### src/verilog/port3_cfg.svh
// port3_cfg.svh: register offsets, field positions and reset values for the two-pin port block
// assumes inclusion by bare name from design files under verilog/
`ifndef PORT3_CFG_SVH
`define PORT3_CFG_SVH

// register byte addresses
`define P3_ADDR_LATCH       12'h000
`define P3_ADDR_MODE1       12'h004
`define P3_ADDR_MODE2       12'h008
`define P3_ADDR_TRIM        12'h00c
`define P3_ADDR_STATUS      12'h010
`define P3_ADDR_CLKSRC      12'h014
// trim register fields
`define P3_TRIM_CLK_OUT_EN_BIT 6
`define P3_TRIM_RSV_BIT     7
`define P3_TRIM_RESET       8'h00
// mode registers reset: both pins input only (mode1=1, mode2=0)
`define P3_MODE1_RESET      2'h3
`define P3_MODE2_RESET      2'h0
`define P3_LATCH_RESET      2'h3
// clock source register fields (from flash config, read only)
`define P3_CLKSRC_CPU_LSB   0
`define P3_CLKSRC_RTC_BIT   2
// status register fixed bits
`define P3_STATUS_FIXED1    7
// axi response codes
`define AXI_RESP_OKAY       2'h0
`define AXI_RESP_SLVERR     2'h2

`endif

### src/verilog/port3_pkg.sv
// port3_pkg.sv: types for the two-pin port block
// assumes the cfg header for numeric constants
package port3_pkg;
    typedef enum logic [1:0] {
        cpu_clk_rc,
        cpu_clk_wdt,
        cpu_clk_ext,
        cpu_clk_xtal
    } cpu_clk_src_t;

    typedef enum logic [1:0] {
        pm_quasi,
        pm_push_pull,
        pm_input_only,
        pm_open_drain
    } pin_mode_t;

    typedef struct packed {
        logic o;
        logic oe_n;
    } pin_drive_t;
endpackage : port3_pkg

### src/verilog/port3_pin_cell.sv
// port3_pin_cell.sv: one port bit, mode-driven output stage
// assumes a single clock domain and synchronous pin inputs
`timescale 1ns/1ps
`default_nettype none
module port3_pin_cell (
    input  wire logic                clk,
    input  wire logic                rst,
    input  wire port3_pkg::pin_mode_t mode,
    input  wire logic                latch,
    input  wire logic                pin_in,
    output var  port3_pkg::pin_drive_t drive,
    output logic                     pullup_en
);
    logic pin_q_reg;

    // quasi mode never drives high: it sinks low on latch 0, pull-up on while latch is 1 or the registered pin is low
    always_ff @(posedge clk) begin
        if (rst) begin
            pin_q_reg <= 1'b0;
        end else begin
            pin_q_reg <= pin_in;
        end
    end

    always_comb begin
        drive.o    = latch;
        drive.oe_n = 1'b1;
        pullup_en  = 1'b0;
        case (mode)
            port3_pkg::pm_quasi: begin
                drive.o    = 1'b0;
                drive.oe_n = latch;
                pullup_en  = latch | ~pin_q_reg;
            end
            port3_pkg::pm_push_pull: begin
                drive.oe_n = 1'b0;
            end
            port3_pkg::pm_open_drain: begin
                drive.o    = 1'b0;
                drive.oe_n = latch;
            end
            default: begin
                drive.oe_n = 1'b1;
            end
        endcase
    end
endmodule : port3_pin_cell
`default_nettype wire

### src/verilog/port3_clk_div.sv
// port3_clk_div.sv: cpu clock divided by two
// assumes clk is the cpu clock
`timescale 1ns/1ps
`default_nettype none
module port3_clk_div (
    input  wire logic clk,
    input  wire logic rst,
    input  wire logic enable,
    output logic      div_out
);
    // held low when off so the pin never glitches on enable
    always_ff @(posedge clk) begin
        if (rst || !enable) begin
            div_out <= 1'b0;
        end else begin
            div_out <= ~div_out;
        end
    end
endmodule : port3_clk_div
`default_nettype wire

### src/verilog/port3_clock_pin_mux.sv
// Overview of operation
// - the port is two bits wide, output type chosen by software
// - under reset both pins are input only, pull-up off
// - each pin has its own mode, independent of the other
// - trim bit six sends cpu clock divided by two to pin zero unless a crystal option is selected
// - crystal option makes pin zero the oscillator amplifier output
// - flash option routes pin one into the oscillator circuit
// - pin one is a port bit only for rc or watchdog clock, no crystal rtc
// - reserved bits are written zero and read back as zero here
// - fixed bits always read their fixed value
//
// port3_clock_pin_mux.sv: top of the two-pin port with oscillator and clock out sharing
// assumes an axi4-lite master on clk; flash clock selection is static after reset
`timescale 1ns/1ps
`default_nettype none
`include "port3_cfg.svh"
module port3_clock_pin_mux (
    input  wire logic                    clk,
    input  wire logic                    rst,
    input  wire logic [11:0]             s_axi_awaddr,
    input  wire logic                    s_axi_awvalid,
    output logic                         s_axi_awready,
    input  wire logic [31:0]             s_axi_wdata,
    input  wire logic [3:0]              s_axi_wstrb,
    input  wire logic                    s_axi_wvalid,
    output logic                         s_axi_wready,
    output logic [1:0]                   s_axi_bresp,
    output logic                         s_axi_bvalid,
    input  wire logic                    s_axi_bready,
    input  wire logic [11:0]             s_axi_araddr,
    input  wire logic                    s_axi_arvalid,
    output logic                         s_axi_arready,
    output logic [31:0]                  s_axi_rdata,
    output logic [1:0]                   s_axi_rresp,
    output logic                         s_axi_rvalid,
    input  wire logic                    s_axi_rready,
    input  wire port3_pkg::cpu_clk_src_t cpu_clk_src,
    input  wire logic                    xtal_rtc_sel,
    input  wire logic                    port3_bit_zero_in,
    output logic                         port3_bit_zero_out,
    output logic                         port3_bit_zero_oe_n,
    output logic                         port3_bit_zero_pullup,
    input  wire logic                    port3_bit_one_in,
    output logic                         port3_bit_one_out,
    output logic                         port3_bit_one_oe_n,
    output logic                         port3_bit_one_pullup,
    output logic                         osc_input_pin,
    output logic                         osc_amp_output_sel,
    output logic                         osc_input_sel
);
    logic [1:0] latch_reg;
    logic [1:0] mode1_reg;
    logic [1:0] mode2_reg;
    logic       clock_output_enable_reg;
    logic [1:0] pin_in_reg;
    logic       crystal_sel;
    logic       pin1_is_port;
    logic       divided_clock_output;
    port3_pkg::pin_drive_t drive [2];
    logic [1:0] pull_on;
    port3_pkg::pin_mode_t  mode [2];
    logic [1:0] pin_in;

    assign pin_in = {port3_bit_one_in, port3_bit_zero_in};

    // flash clock option decides the pin roles
    assign crystal_sel  = (cpu_clk_src == port3_pkg::cpu_clk_xtal) || xtal_rtc_sel;
    assign pin1_is_port = ((cpu_clk_src == port3_pkg::cpu_clk_rc) ||
                           (cpu_clk_src == port3_pkg::cpu_clk_wdt)) && !xtal_rtc_sel;

    // per-pin stages, each with its own mode pair
    genvar gi;
    generate
        for (gi = 0; gi < 2; gi++) begin : g_pin
            // mode1 low swaps quasi and push-pull codes; mode1 high maps straight through
            assign mode[gi] = port3_pkg::pin_mode_t'({mode1_reg[gi], mode2_reg[gi] ^ ~mode1_reg[gi]});
            port3_pin_cell u_cell (
                .clk       (clk),
                .rst       (rst),
                .mode      (mode[gi]),
                .latch     (latch_reg[gi]),
                .pin_in    (pin_in[gi]),
                .drive     (drive[gi]),
                .pullup_en (pull_on[gi])
            );
        end
    endgenerate

    port3_clk_div u_div (
        .clk     (clk),
        .rst     (rst),
        .enable  (clock_output_enable_reg && !crystal_sel),
        .div_out (divided_clock_output)
    );

    // pin outputs all registered; reset forces input only, pull-up off
    always_ff @(posedge clk) begin
        if (rst) begin
            port3_bit_zero_out    <= 1'b0;
            port3_bit_zero_oe_n   <= 1'b1;
            port3_bit_zero_pullup <= 1'b0;
            port3_bit_one_out     <= 1'b0;
            port3_bit_one_oe_n    <= 1'b1;
            port3_bit_one_pullup  <= 1'b0;
        end else begin
            if (crystal_sel) begin
                // amplifier owns the pin; port stage released
                port3_bit_zero_out    <= 1'b0;
                port3_bit_zero_oe_n   <= 1'b1;
                port3_bit_zero_pullup <= 1'b0;
            end else if (clock_output_enable_reg) begin
                port3_bit_zero_out    <= ~divided_clock_output;
                port3_bit_zero_oe_n   <= 1'b0;
                port3_bit_zero_pullup <= 1'b0;
            end else begin
                port3_bit_zero_out    <= drive[0].o;
                port3_bit_zero_oe_n   <= drive[0].oe_n;
                port3_bit_zero_pullup <= pull_on[0];
            end
            if (pin1_is_port) begin
                port3_bit_one_out    <= drive[1].o;
                port3_bit_one_oe_n   <= drive[1].oe_n;
                port3_bit_one_pullup <= pull_on[1];
            end else begin
                port3_bit_one_out    <= 1'b0;
                port3_bit_one_oe_n   <= 1'b1;
                port3_bit_one_pullup <= 1'b0;
            end
        end
    end

    // oscillator routing
    always_ff @(posedge clk) begin
        if (rst) begin
            osc_input_pin      <= 1'b0;
            osc_amp_output_sel <= 1'b0;
            osc_input_sel      <= 1'b0;
            pin_in_reg         <= 2'h0;
        end else begin
            osc_amp_output_sel <= crystal_sel;
            osc_input_sel      <= !pin1_is_port;
            osc_input_pin      <= pin1_is_port ? 1'b0 : port3_bit_one_in;
            pin_in_reg         <= pin_in;
        end
    end

    // axi4-lite write path: address and data taken in either order
    logic        aw_held_reg;
    logic        w_held_reg;
    logic [11:0] awaddr_reg;
    logic [31:0] wdata_reg;
    logic [3:0]  wstrb_reg;
    logic        wr_go;
    logic        wr_hit;

    assign wr_go  = aw_held_reg && w_held_reg && !s_axi_bvalid;
    assign wr_hit = (awaddr_reg == `P3_ADDR_LATCH) || (awaddr_reg == `P3_ADDR_MODE1) ||
                    (awaddr_reg == `P3_ADDR_MODE2) || (awaddr_reg == `P3_ADDR_TRIM);

    always_ff @(posedge clk) begin
        if (rst) begin
            aw_held_reg   <= 1'b0;
            w_held_reg    <= 1'b0;
            awaddr_reg    <= 12'h000;
            wdata_reg     <= 32'h00000000;
            wstrb_reg     <= 4'h0;
            s_axi_awready <= 1'b0;
            s_axi_wready  <= 1'b0;
            s_axi_bvalid  <= 1'b0;
            s_axi_bresp   <= `AXI_RESP_OKAY;
        end else begin
            s_axi_awready <= !aw_held_reg && !s_axi_awready && s_axi_awvalid;
            s_axi_wready  <= !w_held_reg && !s_axi_wready && s_axi_wvalid;
            if (s_axi_awvalid && s_axi_awready) begin
                aw_held_reg <= 1'b1;
                awaddr_reg  <= s_axi_awaddr;
            end
            if (s_axi_wvalid && s_axi_wready) begin
                w_held_reg <= 1'b1;
                wdata_reg  <= s_axi_wdata;
                wstrb_reg  <= s_axi_wstrb;
            end
            if (wr_go) begin
                aw_held_reg  <= 1'b0;
                w_held_reg   <= 1'b0;
                s_axi_bvalid <= 1'b1;
                s_axi_bresp  <= wr_hit ? `AXI_RESP_OKAY : `AXI_RESP_SLVERR;
            end else if (s_axi_bvalid && s_axi_bready) begin
                s_axi_bvalid <= 1'b0;
            end
        end
    end

    // register file; only the low byte lane carries fields
    always_ff @(posedge clk) begin
        if (rst) begin
            latch_reg               <= `P3_LATCH_RESET;
            mode1_reg               <= `P3_MODE1_RESET;
            mode2_reg               <= `P3_MODE2_RESET;
            clock_output_enable_reg <= 1'b0;
        end else if (wr_go && wstrb_reg[0]) begin
            case (awaddr_reg)
                `P3_ADDR_LATCH: latch_reg <= wdata_reg[1:0];
                `P3_ADDR_MODE1: mode1_reg <= wdata_reg[1:0];
                `P3_ADDR_MODE2: mode2_reg <= wdata_reg[1:0];
                `P3_ADDR_TRIM: clock_output_enable_reg <= wdata_reg[`P3_TRIM_CLK_OUT_EN_BIT];
                default: begin
                end
            endcase
        end
    end

    // axi4-lite read path
    logic [31:0] rd_word;
    logic        rd_hit;

    always_comb begin
        rd_word = 32'h00000000;
        rd_hit  = 1'b1;
        case (s_axi_araddr)
            `P3_ADDR_LATCH: rd_word[1:0] = latch_reg;
            `P3_ADDR_MODE1: rd_word[1:0] = mode1_reg;
            `P3_ADDR_MODE2: rd_word[1:0] = mode2_reg;
            `P3_ADDR_TRIM: rd_word[`P3_TRIM_CLK_OUT_EN_BIT] = clock_output_enable_reg;
            `P3_ADDR_STATUS: begin
                rd_word[1:0]              = pin_in_reg;
                rd_word[`P3_STATUS_FIXED1] = 1'b1;
            end
            `P3_ADDR_CLKSRC: begin
                rd_word[`P3_CLKSRC_CPU_LSB +: 2] = cpu_clk_src;
                rd_word[`P3_CLKSRC_RTC_BIT]      = xtal_rtc_sel;
            end
            default: rd_hit = 1'b0;
        endcase
    end

    always_ff @(posedge clk) begin
        if (rst) begin
            s_axi_arready <= 1'b0;
            s_axi_rvalid  <= 1'b0;
            s_axi_rdata   <= 32'h00000000;
            s_axi_rresp   <= `AXI_RESP_OKAY;
        end else begin
            s_axi_arready <= !s_axi_arready && !s_axi_rvalid && s_axi_arvalid;
            if (s_axi_arvalid && s_axi_arready) begin
                s_axi_rvalid <= 1'b1;
                s_axi_rdata  <= rd_word;
                s_axi_rresp  <= rd_hit ? `AXI_RESP_OKAY : `AXI_RESP_SLVERR;
            end else if (s_axi_rvalid && s_axi_rready) begin
                s_axi_rvalid <= 1'b0;
            end
        end
    end

    // checks
    property p_reset_input_only;
        @(posedge clk) rst |=> (port3_bit_zero_oe_n && port3_bit_one_oe_n &&
                               !port3_bit_zero_pullup && !port3_bit_one_pullup);
    endproperty
    a_reset_input_only: assert property (p_reset_input_only) else $error("pin not input only after reset");

    property p_divided_clock_output_toggles;
        @(posedge clk) disable iff (rst)
        (clock_output_enable_reg && !crystal_sel)[*3] |=> (port3_bit_zero_out != $past(port3_bit_zero_out));
    endproperty
    a_divided_clock_output_toggles: assert property (p_divided_clock_output_toggles) else $error("clock out not toggling");

    property p_divided_clock_output_drives;
        @(posedge clk) disable iff (rst)
        (clock_output_enable_reg && !crystal_sel) |=> !port3_bit_zero_oe_n;
    endproperty
    a_divided_clock_output_drives: assert property (p_divided_clock_output_drives) else $error("clock out not driven");

    property p_xtal_releases_pin0;
        @(posedge clk) disable iff (rst) crystal_sel |=> port3_bit_zero_oe_n && osc_amp_output_sel;
    endproperty
    a_xtal_releases_pin0: assert property (p_xtal_releases_pin0) else $error("pin zero not given to oscillator");

    property p_pin1_osc;
        @(posedge clk) disable iff (rst) !pin1_is_port |=> port3_bit_one_oe_n && osc_input_sel;
    endproperty
    a_pin1_osc: assert property (p_pin1_osc) else $error("pin one not routed to oscillator");

    property p_pin1_port;
        @(posedge clk) disable iff (rst)
        (pin1_is_port && mode1_reg[1] == 1'b0 && mode2_reg[1] == 1'b0) |=> !port3_bit_one_oe_n;
    endproperty
    a_pin1_port: assert property (p_pin1_port) else $error("pin one not acting as push-pull port bit");

    property p_pin_independent;
        @(posedge clk) disable iff (rst)
        (pin1_is_port && $stable(mode1_reg[1]) && $stable(mode2_reg[1]) && $stable(latch_reg[1]) &&
         mode1_reg[1] && !mode2_reg[1]) |=> port3_bit_one_oe_n;
    endproperty
    a_pin_independent: assert property (p_pin_independent) else $error("pin one mode disturbed");

    property p_unmapped_read;
        @(posedge clk) disable iff (rst)
        (s_axi_arvalid && s_axi_arready && !rd_hit) |=> s_axi_rvalid && s_axi_rresp == `AXI_RESP_SLVERR;
    endproperty
    a_unmapped_read: assert property (p_unmapped_read) else $error("unmapped read not refused");

    property p_fixed_bit;
        @(posedge clk) disable iff (rst)
        (s_axi_arvalid && s_axi_arready && s_axi_araddr == `P3_ADDR_STATUS) |=>
            s_axi_rdata[`P3_STATUS_FIXED1] && s_axi_rdata[31:8] == 24'h000000;
    endproperty
    a_fixed_bit: assert property (p_fixed_bit) else $error("fixed or reserved bit wrong");

    c_divided_clock_output:  cover property (@(posedge clk) disable iff (rst) clock_output_enable_reg && !crystal_sel);
    c_crystal: cover property (@(posedge clk) disable iff (rst) crystal_sel);
    c_write:   cover property (@(posedge clk) disable iff (rst) s_axi_bvalid && s_axi_bready);
    c_read:    cover property (@(posedge clk) disable iff (rst) s_axi_rvalid && s_axi_rready);
endmodule : port3_clock_pin_mux
`default_nettype wire

### config.mk
export PLATFORM = sky130hd
export DESIGN_NAME = port3_clock_pin_mux
export DESIGN_NICKNAME = d
export VERILOG_FILES = /design/src/verilog/port3_pkg.sv /design/src/verilog/port3_pin_cell.sv /design/src/verilog/port3_clk_div.sv /design/src/verilog/port3_clock_pin_mux.sv
export VERILOG_INCLUDE_DIRS = /design/src /design/src/verilog
export SDC_FILE = /design/constraint.sdc
export NUM_CORES = 1
export LEC_CHECK = 0
export BUFFER_PORTS_ARGS = -buffer_cell sky130_fd_sc_hd__buf_2
export CAP_MARGIN = 0
export CORE_MARGIN = 4
export CORE_UTILIZATION = 44
export DETAILED_ROUTE_END_ITERATION = 8
export PLACE_DENSITY = 0.78
export SYNTH_ARGS = -nofsm -noshare
export SYNTH_HDL_FRONTEND = slang
export SYNTH_SLANG_ARGS = --single-unit
### constraint.sdc
create_clock -name clk -period 2.8 [get_ports clk]
set_input_delay 0.28 -clock clk [delete_from_list [all_inputs] [get_ports clk]]
set_output_delay 0.28 -clock clk [all_outputs]
set_load 0.02 [all_outputs]
Word-level counts from Yosys, hierarchy flattened
Cells that the tools add are included.
W data, S select, Z words.
{ "totals": {"ff_bits": 57, "in_bits": 72, "out_inout_bits": 50, "wordCells": 126} }
{ "op_classes": {"mux": 16, "eq_ne": 14, "n_reduce_logical": 54, "n_bitwise": 12} }
{ "op_table": {"columns": ["op", "n"], "rows": [
  ["$eq A12 B4 Y1 const B", 4],
  ["$eq A12 B3 Y1 const B", 2],
  ["$eq A12 B5 Y1 const B", 2],
  ["$logic_not A12 Y1", 2],
  ["$logic_and A1 B1 Y1", 16],
  ["$reduce_or A2 Y1", 6],
  ["$logic_not A1 Y1", 11],
  ["$mux W1", 11],
  ["$pmux W2 S5", 1],
  ["$not A1 Y1", 8],
  ["$reduce_and A2 Y1", 4],
  ["$reduce_or A4 Y1", 2],
  ["$eq A2 B1 Y1 const B", 3],
  ["$eq A2 B2 Y1 const B", 3],
  ["$logic_not A2 Y1", 3],
  ["$logic_or A1 B1 Y1", 6],
  ["$reduce_or A6 Y1", 1],
  ["$mux W2", 2],
  ["$pmux W1 S2", 2],
  ["$reduce_bool A2 Y1", 2],
  ["$reduce_or A3 Y1", 1],
  ["$or A1 B1 Y1", 2],
  ["$xor A1 B1 Y1", 2]
]} }

Logic depth before layout (Yosys ltp)
Gate-level depths: netlist of run 1.
{ "depth": {"word_depth": 6, "depth_mapped": 5} }

Hierarchy
Synthesis of run 1 repeated with hierarchy kept, for this count alone.
{ "unflattened": {"cells_unflattened": 262, "area_unflattened_um2": 2366.0} }
{ "modules_own_cells": {"columns": ["module", "cells_per_inst", "n_inst", "area_per_inst_um2"], "rows": [
  ["port3_clock_pin_mux", 240, 1, 2160.8],
  ["port3_pin_cell", 10, 2, 86.3],
  ["port3_clk_div", 2, 1, 32.5]
]} }

Worst setup path before layout of run 1
Ideal clock, no wire load.
{ "synth_path": {"path_type": "reg-to-reg", "start": "register awaddr_reg[0]", "end": "register latch_reg[0]", "synth_period_minus_slack_ns": 1.948, "stages_incl_launch_ff": 5, "setup_ns": 0.121, "t_arrival_ns": 1.827, "slack_ns": 0.852, "t_required_ns": 2.679, "path_cell_list": "dfxtp_1 > or4_4 > or4_4 > or3_4 > mux2i_1"} }
{ "synth_between": {"elab_chain_len": 2} }
{ "synth_rtl": {"columns": ["element", "line_no", "text"], "rows": [
  ["from (decl)", "port3_clock_pin_mux.sv:150", "logic [11:0] awaddr_reg;"],
  ["from (signal assigned)", "port3_clock_pin_mux.sv:176", "awaddr_reg <= s_axi_awaddr;"],
  ["$logic_not A12 Y1", "port3_clock_pin_mux.sv:202", "case (awaddr_reg)"],
  ["$reduce_and A2 Y1 (no line)", null, null],
  ["to (signal assigned)", "port3_clock_pin_mux.sv:197", "latch_reg <= `P3_LATCH_RESET;"],
  ["to (signal assigned)", "port3_clock_pin_mux.sv:203", "`P3_ADDR_LATCH: latch_reg <= wdata_reg[1:0];"],
  ["to (decl)", "port3_clock_pin_mux.sv:51", "logic [1:0] latch_reg;"]
]} }
Every way passes these cells.
A chain may end at the register's enable or synchronous reset.

Worst setup path in the final report of run 1
Same ends and word-level chain as after synthesis.

==> results of run 1 <==
## worst paths after layout
path / startpoint / end / slack, ps / cells after the start
worst min register to register: s_axi_rdata[2] / s_axi_rdata[2] / 450 / 2
worst max register to register: awaddr_reg[0] / latch_reg[0] / 790 / 4
worst max-delay path: awaddr_reg[0] / latch_reg[0] / 790 / 4
worst min-delay path: port3_bit_zero_in / pin_in_reg[0] / 190 / 2
## cell type report
cell class | instances | area, um2 | share of cell area
Clock buffer | 7 | 86.3 | 0.0347
Timing Repair Buffer | 60 | 300 | 0.121
Sequential cell | 49 | 981 | 0.394
Tap cell | 67 | 83.8 | 0.0337
Multi-Input combinational cell | 183 | 995 | 0.399
Inverter | 4 | 15.0 | 0.00603
Clock inverter | 1 | 30.0 | 0.0121
## cells in the final DEF, fill, tap and decap left out, types with 2 or more instances in the layout
master,count
nand3_1,5
conb_1,29
a211oi_1,2
dfxtp_1,49
and2_1,2
nand4b_1,2
nor2_1,22
nor2b_1,4
inv_1,4
or4_4,2
nor3_1,5
nor4_1,4
nor4b_1,3
nand3b_1,2
nand2_1,37
nand2b_1,6
or3_1,4
mux2i_1,9
a211o_1,2
buf_2,60
mux2_2,2
or4_1,3
a21oi_1,24
clkbuf_8,6
## per-layer routing
metal / wire (um) / vias to the layer above / track usage
li1: - / 900 / -
met1: 1760 / 789 / 0.151
met2: 1970 / 57 / 0.237
met3: 327 / 6 / 0.0418
met4: 61 / 0 / 0.0587
met5: 0 / - / 0
## power breakdown
part	switching, uW	internal (uW)
registers	13.1	716
clock network	213	291
logic	99.1	50.3
total	326	1060
## Yosys cell counts, types with 2 or more instances
cell type  number
nor4b_1         3
nand3b_1        2
and2_1          2
nand4b_1        2
a211o_1         2
dfxtp_1        49
or4_4           2
a211oi_1        2
or3_1           4
nor2_1         22
a21oi_1        24
buf_4          29
clkbuf_1        9
mux2i_1         9
nor4_1          4
nand2b_1        6
mux2_2          2
nand2_1        37
or4_1           3
inv_1           4
nor3_1          5
nor2b_1         4
nand3_1         5
## kinds of logic after synthesis
logic type      Yosys count  synth area share
simple gates            107             0.261
flops                    49             0.459
buf+inv                  42             0.125
compound gates           36             0.101
mux                      11            0.0527
other cells               1           0.00175
## stage by stage
stage	hold slack, ps	std cells	setup slack (ps)	cell area, um2
final	190	371	788	2490
after global routing	197	371	715	2490
after CTS	179	371	780	2490
after detailed placement	444	363	790	2370
after global placement	432	363	802	2370
after floorplan	406	274	852	2240
## worst register-to-register path, delay by kind of cell (launching register included)
kind,cells,cell delay (ps)
muxes,1,130
and+or+nand+nor,3,1470
DFF,1,320
==> results.md, run 1 <==
* Starting Density at 0.452
* Area share of the leading cell type in the synthesized netlist at 0.459
* Peak VDD IR at 376 uV
* Crit-path cells: or4_4 -> or4_4 -> or3_4 -> mux2i_1
* Fill cells at 459
* CP max stage cell: or4_4
* Post-Route WL at 4.12 mm
* Via count at 1752
* Post-Synthesis Cell Area at 2140 um2
* HPWL after DPL at 3.20 mm
* CP arrival at 2200 ps
* Clk root buf: clkbuf_8
* Yosys top cell by area: dfxtp_1
* RSZ-0062 raised after global routing: no
* Status: completed
* Residual DRC at 0
* Top cells by area, synth: dfxtp_1 (46%), buf_4 (10%), nand2_1 (6.5%)
* Die Height at 77.7 um
* Fmax at 497 MHz
* Final net count at 375
* TNS Setup at 0 ps
* Clock sink total at 49
* CP endpoint kind: flop
* CTS Buf Count at 5
* Cell Pwr Density at 555 nW/um2
* CTS clk-pin slew, worst paths at 80 ps
* Top Ports at 122
* Maximum buffer depth of the clock tree at 2
* Period utilization at 0.718
* Post-CTS Resized at 0
* CP most frequent cell: or4_4
* First-pass GRT wire length at 6.66 mm
* Tightest Hold Check Type: in2reg
* Global Route Usage Sum at 0.136
* Max Cap Viol at 0
* Post-synthesis cell count at 246
* Synthesis Warnings at 0
* Hold Fails Final Rpt at 0
* Post-synthesis register bit count at 49
* Share of synthesized registers carrying an async set or reset at 0
* H-tree depth at 2
* Distinct cells, synth at 38
* Largest net degree at the start of global routing at 47
* Max reg flops at 12
* Share of cells above drive strength 1 at 0.247
* Worst Path Class, Setup: reg2reg
* Die boundary width at 77.7 um
* # hold bufs at CTS at 0
* WL/cell at 11.1 um
* Syn-to-layout area delta at 16.6%
* ANT nets after route at 0
* Initial antenna violation count at 0
* Gp weighted congestion at 0.808
* Final critical-path required period at 2010 ps
* Syn Area/Cell at 8.69 um2
* Vias per cell at 4.72
* Initial DRC count at 57
* Max incr delay on CP at 560 ps
* Clk_lat worst skew at 290 ps
* CP top delay family: simple AND/OR/NAND/NOR gates
* CP max FO at 4
* Global route total overflow at 0
* Required time of the critical path at 2990 ps
* Endpoints failing setup at 0
* PortBufs at 60
* Worst Tran Pin Value at 798 ps
* Slew Limit Fails at 0
* DR pass1 iterations at 4
* Post-synth EDFFs at 0
* Skew final at 6.80 ps
* Relative slew slack at 0.468
* Final core utilization at 0.527
* Core area at 4720 um2
* Final Power at 1380 uW
* CTS tree: yes
* Pleak at 0.00106 uW
* Synth Flop Type: dfxtp_1
* CP Launch Type: flop
* Ant. Diodes at 0
* Num rows at 25
* Post-synthesis sequential area ratio at 0.459
* Setup Fix Bufs, Post-CTS at 0
* WP buf/inv at 0
* Die footprint at 6040 um2
* Number of global-route vias before repair at 1577
No activity file was read; power rests on OpenSTA's default activity.
==> inputs of run 2 (changes only) <==
CORE_UTILIZATION = 39   (was 44)
PLACE_DENSITY = 0.73   (was 0.78)
clock period = 1.8 ns   (was 2.8 ns; I/O delays follow)
==> run 2 against run 1 <==
  * Design area rose by 5.4%
  * The run now ends with negative setup slack left
  * Flip-flop and latch count did not move
  * Final cell count rose by 4.9%
  * Hold slack got worse by 100 ps
  * Sequential share of layout area fell by 2.0 points
  * Sequential power rose by 55%
  * Setup slack got worse by 940 ps
  * Register-to-register slack got worse by 940 ps
  * Critical path depth did not move
  * Die area rose by 11%
  * First-iteration DRC count fell by 3.5%
==> results.md, run 2 (synthesis gave the netlist of run 1 again) <==
* Die boundary width at 82.0 um (+5.6%)
* R2R Setup Slk at -150 ps (-940 ps)
* Required time of the critical path at 1990 ps (-1000 ps)
* FF+latch area at 982 um2 (+0.13%)
* Multi-input gate area at 1030 um2 (+3.4%)
* Global Route Usage Sum at 0.122 (-0.0135)
* DR pass1 iterations at 4 (unchanged)
* Design Area, Final at 2630 um2 (+5.4%)
* Die Height at 82.0 um (+5.6%)
* CTS tree: yes
* Placed Area at 2490 um2 (+4.7%)
* Ant. Diodes at 0 (unchanged)
* Post-Route WL at 4.36 mm (+5.9%)
* Pre-CTS setup slack at -143 ps (-933 ps)
* Crit-path cells: or4_4 -> or4_4 -> or3_4 -> mux2i_1
* Share of cells above drive strength 1 at 0.301 (+0.0542)
* Fmax at 512 MHz (+2.9%)
* Global route total overflow at 0 (unchanged)
* Worst Path Class, Setup: reg2reg
* CP endpoint kind: flop
* Top Ports at 122 (unchanged)
* Final critical-path required period at 1950 ps (-57.0 ps)
* RSZ-0062 raised after global routing: yes
* Gp weighted congestion at 0.771 (-4.6%)
* Commonest non-fill, non-tap cell in the layout: buf_2
* Slew Limit Fails at 0 (unchanged)
* CP Launch Type: flop
* First-pass GRT wire length at 6.38 mm (-4.1%)
* Beginning of the worst hold path: port3_bit_zero_in
* Initial DRC count at 55 (-3.5%)
* Initial antenna violation count at 0 (unchanged)
* Fill cells at 512 (+12%)
* Starting Density at 0.411 (-0.0419)
* Skew final at 5.30 ps (-1.49 ps)
* Reg2reg end: latch_reg[1]
* Final Power at 2060 uW (+49%)
* Cell Pwr Density at 783 nW/um2 (+41%)
* Vias per cell at 4.62 (-2.2%)
* Hold endpoint: pin_in_reg[0]
* CP max stage cell: or4_4
* Syn-to-layout area delta at 22.9%
* Final net count at 390 (+4.0%)
* PortBufs at 60 (unchanged)
* R2r startpoint: awaddr_reg[11]
* HPWL after DPL at 3.43 mm (+7.2%)
* CTS Buf Count at 5 (unchanged)
* Die footprint at 6730 um2 (+11%)
* Clk_lat worst skew at 300 ps (about the same)
* Worst setup margin at -155 ps (-943 ps)
* Period utilization at 1.09 (+0.367)
* CTS clk-pin slew, worst paths at 90 ps (about the same)
* Via count at 1797 (+2.6%)
* WL/cell at 11.2 um (+1.0%)
* Max Cap Viol at 0 (unchanged)
* Hold Fails Final Rpt at 0 (unchanged)
* Core area at 5200 um2 (+10%)
* Max reg flops at 12 (unchanged)
* Num rows at 26 (+4.0%)
* Number of global-route vias before repair at 1522 (-3.5%)
* CP arrival at 2150 ps (-50 ps)
* R2R depth at 4 (unchanged)
* Clock sink total at 49 (unchanged)
* Hold WS at 86.2 ps (-104 ps)
* Clk root buf: clkbuf_8
* Largest net degree at the start of global routing at 21 (-55%)
* CP max FO at 3 (-1)
* Failing checks: negative setup slack
* Start point of the critical path: awaddr_reg[11]
* CP most frequent cell: or4_4
* H-tree depth at 2 (unchanged)
* Residual DRC at 0 (unchanged)
* Most frequent cells in the layout: buf_2 (60), dfxtp_1 (48), nand2_1 (37)
* Max incr delay on CP at 520 ps (-40 ps)
* Endpoints failing setup at 5 (+5)
* Status: finished with violations
* Tightest Hold Check Type: in2reg
* Pleak at 0.00114 uW (+7.4%)
* ANT nets after route at 0 (unchanged)
* Maximum buffer depth of the clock tree at 2 (unchanged)
* Peak VDD IR at 600 uV (+59%)
* Worst hold path depth at 2 (unchanged)
==> run 2: metal layers <==
metal  track usage  vias up  wire (um)  part of all wire
met4        0.0581        0         46             0.011
met2         0.212       64       2080              0.48
met5             0        -          0                 0
met1         0.141      795       1890              0.43
li1              -      933          -                 -
met3        0.0296        5        351             0.080
==> run 2: layout make-up <==
cell class | instances | share of cell area
sequential | 49 | 0.374
multi-input combinational | 183 | 0.392
clock buffer | 6 | 0.0314
timing repair buffer | 75 | 0.159
tap | 70 | 0.0333
clock inverter | 2 | 0.00524
inverter | 4 | 0.00572
==> run 2: per-stage QoR <==
step	utilization	setup TNS [ps]	std cells
floorplan	-	-274	274
global route	0.505	-804	389
global placement	0.478	-495	380
detailed placement	0.478	-566	380
CTS	0.499	-656	388
finish	0.505	-688	389
==> run 2: worst max-delay path by stage <==
| stage | endpoint | cells after the start |
|---|---|---|
| 4_1_cts | latch_reg[1] | 4 |
| 2_1_floorplan | latch_reg[0] | 4 |
| 3_3_place_gp | latch_reg[0] | 4 |
| 5_1_grt | latch_reg[1] | 4 |
| 6_report | latch_reg[1] | 4 |
| 3_5_place_dp | latch_reg[1] | 4 |
==> run 2: critical path, delay by kind of cell, from the launching register on <==
kind	cells	cell delay, ps
flip-flops	1	330
multiplexers	1	120
AND/OR/NAND/NOR	3	1390
==> run 2: where the power goes <==
part | leakage, uW | internal (uW) | total, uW | switching [uW]
clock | 0.0000512 | 312 | 664 | 353
sequential | 0.000399 | 1110 | 1130 | 17.4
combinational | 0.000690 | 94.5 | 260 | 165
==> run 2: timing repair <==
action	4_1_cts	5_1_grt
setup endpoints to repair	5	7
hold buffers	0	0
gates resized for setup	2	5
buffers inserted	0	1
pin swaps	0	2
==> inputs of run 3 (changes only) <==
ABC_AREA = 1   (was unset)
CORE_UTILIZATION = 40   (was 39)
PLACE_DENSITY = 0.74   (was 0.73)
==> run 3 against run 2 <==
  * The run now ends clean
  * Via count rose by 5.6%
  * Setup slack improved by 700 ps
  * Synthesized cell count rose by 16%
  * Die area rose by 1.4%
  * Critical path depth fell by 1
  * Sequential power barely moved
  * Fmax rose by 56%
  * Non-clock buffer count fell by 12
  * Hold slack improved by 4.1 ps
  * Clock-buffer cell count did not move
  * Power rose by 0.25%
  * Critical path type unchanged
  * Largest cell class is now registers
  * Largest power group unchanged
==> results.md, run 3 <==
* Area share of the leading cell type in the synthesized netlist at 0.441 (-0.0183)
* Status: completed
* Most frequent cells in the layout: buf_2 (60), dfxtp_1 (49), inv_1 (33)
* Post-Route WL at 4.66 mm (+6.8%)
* Endpoints failing setup at 0 (-5)
* Cell Pwr Density at 799 nW/um2 (+2.1%)
* Post-synthesis sequential area ratio at 0.441 (-0.0183)
* CP Launch Type: flop
* Residual DRC at 0 (unchanged)
* Core area at 5240 um2 (+0.62%)
* Most numerous cell in the Yosys netlist: dfxtp_1
* CTS tree: yes
* Post-CTS Resized at 0 (-2)
* CP max FO at 25 (+22)
* Initial DRC count at 50 (-9.1%)
* Share of cells above drive strength 1 at 0.266 (-0.0345)
* Starting Density at 0.425 (+0.0144)
* Reg2reg end: awaddr_reg[11]
* R2R Setup Slk at 550 ps (+700 ps)
* Maximum buffer depth of the clock tree at 2 (unchanged)
* Beginning of the worst hold path: port3_bit_one_in
* Gp weighted congestion at 0.799 (+3.6%)
* Slew Limit Fails at 0 (unchanged)
* GRT busiest layer: met2
* Ant. Diodes at 0 (unchanged)
* Setup Fix Bufs, Post-CTS at 0 (unchanged)
* Initial antenna violation count at 0 (unchanged)
* Crit-path cells: nand2_1 -> o21ai_0 -> a21oi_1
* H-tree depth at 2 (unchanged)
* CP endpoint kind: flop
* RSZ-0062 raised after global routing: no
* Die boundary width at 82.6 um (+0.69%)
* GRT met1 Usage at 0.164 (+0.0232)
* CTS Buf Count at 5 (unchanged)
* Via count at 1897 (+5.6%)
* Global route total overflow at 0 (unchanged)
* Skew final at 9.83 ps (+4.53 ps)
* Vias per cell at 4.53 (-2.0%)
* CP arrival at 1420 ps (-730 ps)
* WP buf/inv at 0 (unchanged)
* Met2 usage at 0.237 (+0.0255)
* Final Power at 2060 uW (+0.25%)
* Post-Synthesis Cell Area at 2230 um2 (+4.2%)
* Clk root buf: clkbuf_8
* Pleak at 0.00126 uW (+10%)
* Die footprint at 6820 um2 (+1.4%)
* Tightest Hold Check Type: in2reg
* PortBufs at 60 (unchanged)
* Period utilization at 0.697 (-0.389)
* Grt met3 use at 0.0325 (+0.00293)
* DR pass1 iterations at 4 (unchanged)
* Post-synthesis register bit count at 49 (unchanged)
* Worst hold path depth at 3 (+1)
* WL/cell at 11.1 um (-0.82%)
* Distinct cells, synth at 26 (-32%)
* CP top delay family: compound AO/OA/AOI/OAI gates
* Top Ports at 122 (unchanged)
* Final net count at 420 (+7.7%)
* Syn Area/Cell at 7.78 um2 (-10%)
* Number of global-route vias before repair at 1670 (+9.7%)
* Worst Path Class, Setup: reg2reg
* Max Cap Viol at 0 (unchanged)
* Num rows at 26 (unchanged)
* Yosys top cell by area: dfxtp_1
* Worst Tran Pin Value at 629 ps
* HPWL after DPL at 3.64 mm (+6.2%)
* Global Route Usage Sum at 0.134 (+0.0112)
* Max reg flops at 12 (unchanged)
* R2r startpoint: s_axi_awready
* Syn-to-layout area delta at 15.9%
* Required time of the critical path at 1970 ps (-20 ps)
* R2R depth at 3 (-1)
* Hold endpoint: g_pin[1].u_cell.pin_q_reg
* Clk_lat worst skew at 300 ps (about the same)
* Synthesis Warnings at 0 (unchanged)
* Post-synth EDFFs at 0 (unchanged)
* ANT nets after route at 0 (unchanged)
* Top cells by area, synth: dfxtp_1 (44%), buf_4 (9.8%), a21oi_1 (6.7%)
* Start point of the critical path: s_axi_awready
* Share of synthesized registers carrying an async set or reset at 0 (unchanged)
* CP max stage cell: nand2_1
* TNS Setup at 0 ps (+688 ps)
* Post-synth top cells: dfxtp_1 (49), inv_1 (33), a21oi_1 (30), buf_4 (29), nand2_1 (29)
* Final critical-path required period at 1250 ps (-700 ps)
* Fmax at 797 MHz (+56%)
* Post-synthesis cell count at 286 (+16%)
* CTS clk-pin slew, worst paths at 90 ps (about the same)
* Largest net degree at the start of global routing at 26 (+24%)
* Clock sink total at 49 (unchanged)
* Hold Fails Final Rpt at 0 (unchanged)
* Commonest non-fill, non-tap cell in the layout: buf_2
* # hold bufs at CTS at 0 (unchanged)
* Max incr delay on CP at 370 ps (-150 ps)
* Relative slew slack at 0.580
* Synth Flop Type: dfxtp_1
* First-pass GRT wire length at 7.16 mm (+12%)
* Die Height at 82.6 um (+0.69%)
* Peak VDD IR at 681 uV (+13%)
* Final core utilization at 0.493 (-0.0120)
run 3: cell type report:
class	count	area [um2]
tap	70	87.6
fill	517	2660
clock inverter	2	15.0
clock buffer	6	72.6
sequential	49	981
timing repair buffer	63	323
multi-input combinational	189	950
inverter	40	151
run 3: how the worst max path moves through the flow:
stage / end / slack [ps] / cells past startpoint
floorplan: mode2_reg[0] / 690 / 6
global placement: awaddr_reg[5] / 580 / 3
detailed placement: awaddr_reg[11] / 530 / 3
CTS: awaddr_reg[11] / 530 / 3
global route: awaddr_reg[5] / 400 / 3
finish: awaddr_reg[11] / 550 / 3
run 3: metal layers:
metal  vias up  wire (um)
met1       831       2120
li1        998          -
met4         0         31
met5         -          0
met3         4        381
met2        64       2130
run 3: metrics by stage:
stage | worst slack [ps] | hold slack (ps) | instances | area (um2)
final | 546 | 90.3 | 419 | 2580
after global routing | 403 | 108 | 419 | 2580
after CTS | 527 | 89.0 | 419 | 2580
after detailed placement | 531 | 402 | 411 | 2490
after global placement | 582 | 402 | 411 | 2490
after floorplan | 691 | 287 | 314 | 2330
run 3: cell families (layout without fill, tap and decap cells):
logic type             after synthesis  in the layout  synth area share
AO/OA/AOI/OAI                       66             66             0.157
other                                1             29           0.00168
flip-flops                          49             49             0.441
buffers and inverters               76            111             0.180
AND/OR/NAND/NOR                     94             94             0.221
run 3: worst register-to-register path: stages, from the launching register on:
cell     delay [ps]
dfxtp_1         350
nand2_1         370
o21ai_0         340
a21oi_1          60
run 3: power by group:
part	total (uW)	internal (uW)	switching, uW
sequential	1140	1120	18.6
clock	630	274	356
combinational	287	88.5	199
total	2060	1490	573
